### config.mk
export PLATFORM = sky130hd
export DESIGN_NAME = ulf_uart_channel
export DESIGN_NICKNAME = d
export VERILOG_FILES = /design/src/verilog/ulf_uart_channel.v
export VERILOG_INCLUDE_DIRS = /design/src /design/src/verilog
export SDC_FILE = /design/constraint.sdc
export NUM_CORES = 1
export LEC_CHECK = 0
export BUFFER_PORTS_ARGS = -buffer_cell sky130_fd_sc_hd__buf_4
export CORE_UTILIZATION = 55
export CTS_CLUSTER_SIZE = 28
export DETAILED_ROUTE_END_ITERATION = 16
export PLACE_DENSITY = 0.77
export RECOVER_POWER = 100
export SLEW_MARGIN = 20
export SYNTH_ARGS = -nofsm -noshare
export SYNTH_HDL_FRONTEND = slang
export SYNTH_SLANG_ARGS = --single-unit
### constraint.sdc
create_clock -name sys_clk -period 3.95 [get_ports sys_clk]
set_input_delay 0.5925 -clock sys_clk [delete_from_list [all_inputs] [get_ports sys_clk]]
set_output_delay 0.5925 -clock sys_clk [all_outputs]
set_load 0.05 [all_outputs]
### src/verilog/ulf_defs.vh
// Constants for the serial channel: offsets, field positions, reset values, counts
`ifndef ULF_DEFS_VH
`define ULF_DEFS_VH
// ==========================================================================
// Register offsets
`define ULF_OFS_DATA 3'h0
`define ULF_OFS_IEN 3'h1
`define ULF_OFS_IDQ 3'h2
`define ULF_OFS_LFMT 3'h3
`define ULF_OFS_MCTL 3'h4
`define ULF_OFS_LST 3'h5
`define ULF_OFS_MST 3'h6
`define ULF_OFS_SPAD 3'h7
// ==========================================================================
// Line-format fields
`define ULF_LF_STOP 2
`define ULF_LF_PEN 3
`define ULF_LF_EPS 4
`define ULF_LF_STICK 5
`define ULF_LF_BRK 6
`define ULF_LF_DIVSEL 7
`define ULF_WLS_5 2'h0
`define ULF_WLS_6 2'h1
`define ULF_WLS_7 2'h2
// ==========================================================================
// Interrupt enable fields and identity codes
`define ULF_IE_RDA 0
`define ULF_IE_HOLD 1
`define ULF_IE_RLS 2
`define ULF_ID_RLS 8'h06
`define ULF_ID_RDA 8'h04
`define ULF_ID_HOLD 8'h02
`define ULF_ID_NONE 8'h01
// ==========================================================================
// Reset values
`define ULF_RST_BYTE 8'h00
`define ULF_RST_IEN 4'h0
`define ULF_RST_MCTL 5'h00
`define ULF_RST_DIV 16'h0001
// ==========================================================================
// Baud tick counts, last tick index of each bit period
`define ULF_TICK_HALF 5'h07
`define ULF_TICK_BIT 5'h0F
`define ULF_TICK_1P5 5'h17
`define ULF_TICK_TWO 5'h1F
`define ULF_DIV_ONE 16'h0001
`endif

### src/verilog/ulf_uart_channel.v
// One serial channel: register decode, baud generator, framed transmitter and receiver
`include "ulf_defs.vh"
`default_nettype none
module ulf_uart_channel (
  input wire sys_clk,
  input wire resetn,
  input wire aen,
  input wire [2:0] bus_addr,
  input wire bus_rd,
  input wire bus_wr,
  input wire [7:0] bus_wdata,
  output reg [7:0] bus_rdata,
  input wire serial_in_pin,
  output reg serial_out_pin,
  output reg baud_clock_out
);

  // ========================================================================
  // State codes, one-hot
  localparam [4:0] S_IDLE = 5'b00001;
  localparam [4:0] S_START = 5'b00010;
  localparam [4:0] S_DATA = 5'b00100;
  localparam [4:0] S_PAR = 5'b01000;
  localparam [4:0] S_STOP = 5'b10000;

  reg [7:0] line_format_reg;
  reg [3:0] interrupt_enables_reg;
  reg [4:0] modem_control_reg;
  reg [7:0] scratch_pad_reg;
  reg [7:0] queue_control_reg;
  reg [15:0] divisor_reg;
  reg [15:0] baud_cnt_reg;
  reg [7:0] transmit_holding_reg;
  reg [7:0] receive_buffer_reg;
  reg tx_holding_empty_reg;
  reg hold_evt_reg;
  reg data_ready_reg, overrun_reg, parity_err_reg, framing_err_reg, break_int_reg;
  reg [4:0] tx_state_reg;
  reg [4:0] tx_tick_reg;
  reg [2:0] tx_bits_reg;
  reg [7:0] tx_shift_reg;
  reg tx_par_reg;
  reg tx_line_reg;
  reg [4:0] rx_state_reg;
  reg [4:0] rx_tick_reg;
  reg [2:0] rx_bits_reg;
  reg [7:0] rx_shift_reg;
  reg rx_par_reg, rx_parbit_reg, rx_ones_reg;
  reg rx_meta_reg, rx_sync_reg, rx_prev_reg;

  wire div_access = line_format_reg[`ULF_LF_DIVSEL];
  wire [1:0] wls = line_format_reg[1:0];
  wire pen = line_format_reg[`ULF_LF_PEN];
  wire eps = line_format_reg[`ULF_LF_EPS];
  wire stick = line_format_reg[`ULF_LF_STICK];

  // ========================================================================
  // Bus decode
  // enable gating
  wire acc_rd = bus_rd & ~aen;
  wire acc_wr = bus_wr & ~aen;
  wire div_sel = div_access & (bus_addr == `ULF_OFS_DATA || bus_addr == `ULF_OFS_IEN);
  wire hold_wr = acc_wr & ~div_access & (bus_addr == `ULF_OFS_DATA);
  wire rxbuf_rd = acc_rd & ~div_access & (bus_addr == `ULF_OFS_DATA);
  wire ident_rd = acc_rd & (bus_addr == `ULF_OFS_IDQ);
  wire state_rd = acc_rd & (bus_addr == `ULF_OFS_LST);
  wire div_wr = acc_wr & div_sel;

  // Interrupt identity, line status first, then data, then holding empty
  wire line_err = overrun_reg | parity_err_reg | framing_err_reg | break_int_reg;
  reg [7:0] ident_val;
  always @* begin
    if (interrupt_enables_reg[`ULF_IE_RLS] & line_err) begin
      ident_val = `ULF_ID_RLS;
    end else if (interrupt_enables_reg[`ULF_IE_RDA] & data_ready_reg) begin
      ident_val = `ULF_ID_RDA;
    end else if (interrupt_enables_reg[`ULF_IE_HOLD] & hold_evt_reg) begin
      ident_val = `ULF_ID_HOLD;
    end else begin
      ident_val = `ULF_ID_NONE;
    end
  end

  wire tx_all_empty = tx_holding_empty_reg & tx_state_reg[0];
  wire [7:0] state_val = {1'b0, tx_all_empty, tx_holding_empty_reg, break_int_reg,
                        framing_err_reg, parity_err_reg, overrun_reg, data_ready_reg};

  // Read mux; unused modem inputs read as zero
  reg [7:0] rd_mux;
  always @* begin
    case (bus_addr)
      `ULF_OFS_DATA: rd_mux = div_access ? divisor_reg[7:0] : receive_buffer_reg;
      `ULF_OFS_IEN: rd_mux = div_access ? divisor_reg[15:8] : {4'h0, interrupt_enables_reg};
      `ULF_OFS_IDQ: rd_mux = ident_val;
      `ULF_OFS_LFMT: rd_mux = line_format_reg;
      `ULF_OFS_MCTL: rd_mux = {3'h0, modem_control_reg};
      `ULF_OFS_LST: rd_mux = state_val;
      `ULF_OFS_MST: rd_mux = `ULF_RST_BYTE;
      default: rd_mux = scratch_pad_reg;
    endcase
  end

  // Read data is registered; it holds until the next read
  always @(posedge sys_clk or negedge resetn) begin
    if (!resetn) begin
      bus_rdata <= `ULF_RST_BYTE;
    end else if (acc_rd) begin
      bus_rdata <= rd_mux;
    end
  end

  // ========================================================================
  // Control registers
  always @(posedge sys_clk or negedge resetn) begin
    if (!resetn) begin
      line_format_reg <= `ULF_RST_BYTE;
      interrupt_enables_reg <= `ULF_RST_IEN;
      modem_control_reg <= `ULF_RST_MCTL;
      scratch_pad_reg <= `ULF_RST_BYTE;
      queue_control_reg <= `ULF_RST_BYTE;
      divisor_reg <= `ULF_RST_DIV;
    end else if (acc_wr) begin
      case (bus_addr)
        `ULF_OFS_DATA: begin
          if (div_access) begin
            divisor_reg[7:0] <= bus_wdata;
          end
        end
        `ULF_OFS_IEN: begin
          if (div_access) begin
            divisor_reg[15:8] <= bus_wdata;
          end else begin
            interrupt_enables_reg <= bus_wdata[3:0];
          end
        end
        // Queue control is kept but no queue exists behind it
        `ULF_OFS_IDQ: queue_control_reg <= bus_wdata;
        `ULF_OFS_LFMT: line_format_reg <= bus_wdata;
        `ULF_OFS_MCTL: modem_control_reg <= bus_wdata[4:0];
        `ULF_OFS_SPAD: scratch_pad_reg <= bus_wdata;
        default: scratch_pad_reg <= scratch_pad_reg;
      endcase
    end
  end

  // ========================================================================
  // Baud generator, one tick per sixteenth of a bit
  wire [15:0] div_new = (bus_addr == `ULF_OFS_DATA) ? {divisor_reg[15:8], bus_wdata}
                                                    : {bus_wdata, divisor_reg[7:0]};
  wire baud_tick = (baud_cnt_reg == `ULF_DIV_ONE);
  always @(posedge sys_clk or negedge resetn) begin
    if (!resetn) begin
      baud_cnt_reg <= `ULF_RST_DIV;
      baud_clock_out <= 1'b0;
    end else begin
      if (div_wr) begin
        baud_cnt_reg <= div_new;
      end else if (baud_tick) begin
        baud_cnt_reg <= divisor_reg;
      end else begin
        baud_cnt_reg <= baud_cnt_reg - `ULF_DIV_ONE;
      end
      baud_clock_out <= div_access & baud_tick;
    end
  end

  // Parity bit for a given xor of the data bits
  function par_bit;
    input data_xor;
    input even_sel;
    input stick_on;
    begin
      if (stick_on) begin
        par_bit = ~even_sel;
      end else begin
        par_bit = even_sel ? data_xor : ~data_xor;
      end
    end
  endfunction

  // ========================================================================
  // Transmitter
  // data length
  wire [2:0] last_bit = {1'b0, wls} + 3'h4;
  wire [4:0] stop_last = ~line_format_reg[`ULF_LF_STOP] ? `ULF_TICK_BIT :
                         (wls == `ULF_WLS_5) ? `ULF_TICK_1P5 : `ULF_TICK_TWO;
  // Loading is held off during a holding write so the new byte is never lost
  wire tx_load = tx_state_reg[0] & ~tx_holding_empty_reg & ~hold_wr;
  wire tx_bit_end = baud_tick & (tx_tick_reg == `ULF_TICK_BIT);

  always @(posedge sys_clk or negedge resetn) begin
    if (!resetn) begin
      tx_state_reg <= S_IDLE;
      tx_tick_reg <= 5'h00;
      tx_bits_reg <= 3'h0;
      tx_shift_reg <= `ULF_RST_BYTE;
      tx_par_reg <= 1'b0;
      tx_line_reg <= 1'b1;
      transmit_holding_reg <= `ULF_RST_BYTE;
      tx_holding_empty_reg <= 1'b1;
    end else begin
      if (hold_wr) begin
        transmit_holding_reg <= bus_wdata;
        tx_holding_empty_reg <= 1'b0;
      end else if (tx_load) begin
        tx_holding_empty_reg <= 1'b1;
      end
      if (baud_tick) begin
        tx_tick_reg <= tx_tick_reg + 5'h01;
      end
      case (tx_state_reg)
        S_IDLE: begin
          tx_line_reg <= 1'b1;
          if (tx_load) begin
            tx_shift_reg <= transmit_holding_reg;
            tx_line_reg <= 1'b0;
            tx_tick_reg <= 5'h00;
            tx_bits_reg <= 3'h0;
            tx_par_reg <= 1'b0;
            tx_state_reg <= S_START;
          end
        end
        S_START: begin
          if (tx_bit_end) begin
            tx_line_reg <= tx_shift_reg[0];
            tx_tick_reg <= 5'h00;
            tx_state_reg <= S_DATA;
          end
        end
        S_DATA: begin
          if (tx_bit_end) begin
            tx_tick_reg <= 5'h00;
            tx_par_reg <= tx_par_reg ^ tx_shift_reg[0];
            tx_shift_reg <= {1'b0, tx_shift_reg[7:1]};
            tx_bits_reg <= tx_bits_reg + 3'h1;
            if (tx_bits_reg == last_bit) begin
              if (pen) begin
                tx_line_reg <= par_bit(tx_par_reg ^ tx_shift_reg[0], eps, stick);
                tx_state_reg <= S_PAR;
              end else begin
                tx_line_reg <= 1'b1;
                tx_state_reg <= S_STOP;
              end
            end else begin
              tx_line_reg <= tx_shift_reg[1];
            end
          end
        end
        S_PAR: begin
          if (tx_bit_end) begin
            tx_tick_reg <= 5'h00;
            tx_line_reg <= 1'b1;
            tx_state_reg <= S_STOP;
          end
        end
        S_STOP: begin
          if (baud_tick & (tx_tick_reg == stop_last)) begin
            tx_state_reg <= S_IDLE;
          end
        end
        default: tx_state_reg <= S_IDLE;
      endcase
    end
  end

  always @(posedge sys_clk or negedge resetn) begin
    if (!resetn) begin
      serial_out_pin <= 1'b1;
    end else begin
      serial_out_pin <= tx_line_reg & ~line_format_reg[`ULF_LF_BRK];
    end
  end

  // ========================================================================
  // Receiver, line input passes two flip-flops first
  always @(posedge sys_clk or negedge resetn) begin
    if (!resetn) begin
      rx_meta_reg <= 1'b1;
      rx_sync_reg <= 1'b1;
      rx_prev_reg <= 1'b1;
    end else begin
      rx_meta_reg <= serial_in_pin;
      rx_sync_reg <= rx_meta_reg;
      rx_prev_reg <= rx_sync_reg;
    end
  end

  wire rx_mid = baud_tick & (rx_tick_reg == `ULF_TICK_BIT);
  wire rx_done = rx_state_reg[4] & rx_mid;
  // Shifted in from the top, so short characters need aligning down
  reg [7:0] rx_aligned;
  always @* begin
    case (wls)
      `ULF_WLS_5: rx_aligned = {3'h0, rx_shift_reg[7:3]};
      `ULF_WLS_6: rx_aligned = {2'h0, rx_shift_reg[7:2]};
      `ULF_WLS_7: rx_aligned = {1'h0, rx_shift_reg[7:1]};
      default: rx_aligned = rx_shift_reg;
    endcase
  end

  always @(posedge sys_clk or negedge resetn) begin
    if (!resetn) begin
      rx_state_reg <= S_IDLE;
      rx_tick_reg <= 5'h00;
      rx_bits_reg <= 3'h0;
      rx_shift_reg <= `ULF_RST_BYTE;
      rx_par_reg <= 1'b0;
      rx_parbit_reg <= 1'b0;
      rx_ones_reg <= 1'b0;
    end else begin
      if (baud_tick) begin
        rx_tick_reg <= rx_tick_reg + 5'h01;
      end
      case (rx_state_reg)
        S_IDLE: begin
          if (rx_prev_reg & ~rx_sync_reg) begin
            rx_tick_reg <= 5'h00;
            rx_bits_reg <= 3'h0;
            rx_par_reg <= 1'b0;
            rx_parbit_reg <= 1'b0;
            rx_ones_reg <= 1'b0;
            rx_state_reg <= S_START;
          end
        end
        S_START: begin
          // Half a bit in, a line back high is taken as a glitch
          if (baud_tick & (rx_tick_reg == `ULF_TICK_HALF)) begin
            rx_tick_reg <= 5'h00;
            rx_state_reg <= rx_sync_reg ? S_IDLE : S_DATA;
          end
        end
        S_DATA: begin
          if (rx_mid) begin
            rx_tick_reg <= 5'h00;
            rx_shift_reg <= {rx_sync_reg, rx_shift_reg[7:1]};
            rx_par_reg <= rx_par_reg ^ rx_sync_reg;
            rx_ones_reg <= rx_ones_reg | rx_sync_reg;
            rx_bits_reg <= rx_bits_reg + 3'h1;
            if (rx_bits_reg == last_bit) begin
              rx_state_reg <= pen ? S_PAR : S_STOP;
            end
          end
        end
        S_PAR: begin
          if (rx_mid) begin
            rx_tick_reg <= 5'h00;
            rx_parbit_reg <= rx_sync_reg;
            rx_ones_reg <= rx_ones_reg | rx_sync_reg;
            rx_state_reg <= S_STOP;
          end
        end
        S_STOP: begin
          if (rx_mid) begin
            rx_state_reg <= S_IDLE;
          end
        end
        default: rx_state_reg <= S_IDLE;
      endcase
    end
  end

  // ========================================================================
  // Line status flags; a new event wins over a clearing read
  wire rx_perr = pen & (rx_parbit_reg != par_bit(rx_par_reg, eps, stick));
  wire rx_brk = ~rx_ones_reg & ~rx_sync_reg;
  wire hold_evt_set = tx_load;
  always @(posedge sys_clk or negedge resetn) begin
    if (!resetn) begin
      receive_buffer_reg <= `ULF_RST_BYTE;
      data_ready_reg <= 1'b0;
      overrun_reg <= 1'b0;
      parity_err_reg <= 1'b0;
      framing_err_reg <= 1'b0;
      break_int_reg <= 1'b0;
      hold_evt_reg <= 1'b0;
    end else begin
      if (rx_done) begin
        receive_buffer_reg <= rx_aligned;
      end
      data_ready_reg <= rx_done | (data_ready_reg & ~rxbuf_rd);
      overrun_reg <= (rx_done & data_ready_reg & ~rxbuf_rd) | (overrun_reg & ~state_rd);
      parity_err_reg <= (rx_done & rx_perr) | (parity_err_reg & ~state_rd);
      framing_err_reg <= (rx_done & ~rx_sync_reg) | (framing_err_reg & ~state_rd);
      break_int_reg <= (rx_done & rx_brk) | (break_int_reg & ~state_rd);
      hold_evt_reg <= hold_evt_set |
                      (hold_evt_reg & ~hold_wr & ~(ident_rd & (ident_val == `ULF_ID_HOLD)));
    end
  end

endmodule // ulf_uart_channel
`default_nettype wire

==> run metrics <==
CTS tree=yes; Synth Net Count=742; maximum operating frequency=320 MHz; clock skew=0.00633 ns; Cell variety after synth=70; Startpoint Class=flip-flop; Hold Crit Class=primary input to flip-flop; sequential element share of the synthesized area=48.3%; commonest non-fill, non-tap cell in the layout=dfrtp_1; Post-layout nets=756; P_leak=3.57 nW; area leader, netlist=dfrtp_1; Die Span Y=117 µm; drt wl/cell=20.1 µm; Die ar.=13700 µm²; postcts setup bufs=0; clock period minus final worst setup slack=3.13 ns; CTS Buf Count=17; CTS Sinks=140; Setup CP Type=flip-flop to flip-flop; Async SR Flop Fraction=100%; HPWL after DPL=12400 µm; P per Cell Area=607 nW/µm²; n_diodes=0; Final Hold Fails=0; RSZ-0062 raised after global routing=no; Mapped Cells=717; dominant cells by area after synthesis=dfrtp_1 45%, mux2_2 8.8%, nand2_1 5.8%; fin crit share=79.1%; Placed Cells=884; share of cells above drive strength 1=18.8%; commonest cells after routing, fill and taps aside=130 x dfrtp_1, 112 x nand2_1, 56 x mux2_2, 47 x o21ai_0, 43 x nor2_1; area of the multi-input gates=3500 µm²; Critical Path AT=3.47 ns; Routed WL=18400 µm; initial antenna violation count=0; Synth Flop Type=dfrtp_1; Post-synth EDFFs=0; Synth-to-Final Area Change=12.2%; Core Footprint=12800 µm²; WP data required=4.29 ns; #FFs+latches synth=140; Residual DRC=0; peak supply drop=0.000380 V; final antenna-violating net count=0; port bufs=26; flip-flop and latch area=3520 µm²; Resized cells post-CTS=0; DRT iter0 DRCs=521; CTS Root Cell=clkbuf_16; DR pass1 iterations=6; Netlist Area Pre-Place=7270 µm²; Slew Viols, Final=111; latest clock arrival within the worst-skew pair=0.42 ns; Hold Path Cell Cnt=1; average size of a mapped cell=10.1 µm²; drt via density=6.27; vias in the first global route=5578; worst slew pin tran=2.74 ns; Critical Path Fanout Max=4; largest net degree at the start of global routing=111; Max Cap Viol=1; Slew HR=-83.0%; Hold-fix buffers, CTS=0; status=finished, violations left; H-tree Lvls=4; Synth top area share=44.7%; final setup fails=0; R2R cell count=8; chip width=117 µm; Final Instance Count excl. Fillers=916; warnings from Yosys=0; setup TNS=0 ns; crit end category=flip-flop; Total GRT Usage=28.7%; maximum root-to-sink buffer count=2; clock slew at reported path FFs=0.06 ns; first-pass GRT wire length=29000 µm; GP Congestion=0.911; I/O pin cnt=27; row cnt=41; fill count=985; Remaining Overflow, GRT=0; failing checks=max-capacitance violations, max-slew violations; fin util=63.9%; Initial Util=56.9%; vias=5741
## cells in the mapped netlist (3+ instances only)
library cell,number
dfrtp_1,130
nand2_1,112
mux2_2,57
o21ai_0,45
nor2_1,43
clkbuf_1,27
nand3_1,25
a21oi_1,20
mux2i_1,20
inv_1,19
xnor2_1,16
o221a_2,13
a31oi_1,10
dfstp_2,10
xor2_1,10
nor3_1,9
ha_1,8
nor4_1,8
o211ai_1,7
or3_1,7
and3_1,6
nand2b_1,6
nand3b_1,6
and2_1,5
nor2b_1,5
o21a_1,5
o31ai_1,5
or2_2,5
or4_1,5
a21boi_0,4
a221oi_1,4
a22o_1,3
a31o_2,3
buf_1,3
buf_2,3
nor3b_1,3
nor4_4,3
o22ai_1,3
or4b_2,3
## metal layers
metal / vias to the layer above / share of wire [%] / GRT usage [%]
met5: - / 0 / 0
met4: 0 / 2.5 / 10.7
met3: 35 / 7.5 / 8.50
met2: 206 / 49 / 46.7
met1: 2889 / 41 / 36.4
li1: 2611 / - / -
## worst max-delay path, stage by stage, from the launching register on
cell and delay, ns:
dfrtp_1 0.40, ha_1 0.20, and3_1 0.20, ha_1 0.14
or4b_2 0.60, nor4_1 0.69, o2bb2ai_1 0.24, a221o_1 0.38
o21ai_0 0.21
## final cells by class
cell class / count / share of cell area [%]
Multi-Input combinational cell: 522 / 42.9
Clock buffer: 20 / 5.35
Timing Repair Buffer: 31 / 2.22
Inverter: 19 / 0.874
Sequential cell: 140 / 43.1
Clock inverter: 12 / 2.97
Tap cell: 172 / 2.64
## path summary, 6_finish.rpt
check                                         start                           to  slack, ns
setup / recovery           tx_tick_reg[0]$_DFF_PN0_  tx_state_reg[0]$_DFFE_PN1P_       0.82
min in group asynchronous                    resetn  tx_state_reg[4]$_DFFE_PN0P_       0.95
max in group asynchronous                    resetn   rx_bits_reg[1]$_DFFE_PN0P_       1.03
hold reg to reg               rx_meta_reg$_DFF_PN1_        rx_sync_reg$_DFF_PN1_       0.37
hold / removal                        serial_in_pin        rx_meta_reg$_DFF_PN1_       0.28
setup reg to reg           tx_tick_reg[0]$_DFF_PN0_  tx_state_reg[0]$_DFFE_PN1P_       0.82
## power breakdown
group          internal (W)  switching [W]
Sequential          0.00173       0.000313
Clock               0.00125       0.000599
Combinational      0.000470       0.000601
## stage by stage
step | cell area, µm² | hold slack [ns] | total power (W) | setup WS [ns]
2_1_floorplan | 7270 | 0.297 | 0.00279 | 1.38
3_3_place_gp | 7570 | 0.350 | 0.00307 | 1.08
3_5_place_dp | 7570 | 0.349 | 0.00313 | 1.00
4_1_cts | 8250 | 0.270 | 0.00499 | 0.907
5_1_grt | 8160 | 0.267 | 0.00517 | 0.490
6_report | 8160 | 0.282 | 0.00496 | 0.825
## cells by family (layout without fill, tap and decap cells)
logic type / count (synthesis) / in the layout / synth area share (%)
compound gates: 151 / 151 / 14.4
simple gates: 259 / 259 / 17.7
xor+xnor: 26 / 26 / 3.13
flops: 140 / 140 / 48.3
fa+ha+maj: 8 / 8 / 1.38
mux: 78 / 78 / 11.9
buf+inv: 55 / 82 / 3.15
(Power assumes the default switching activity.)
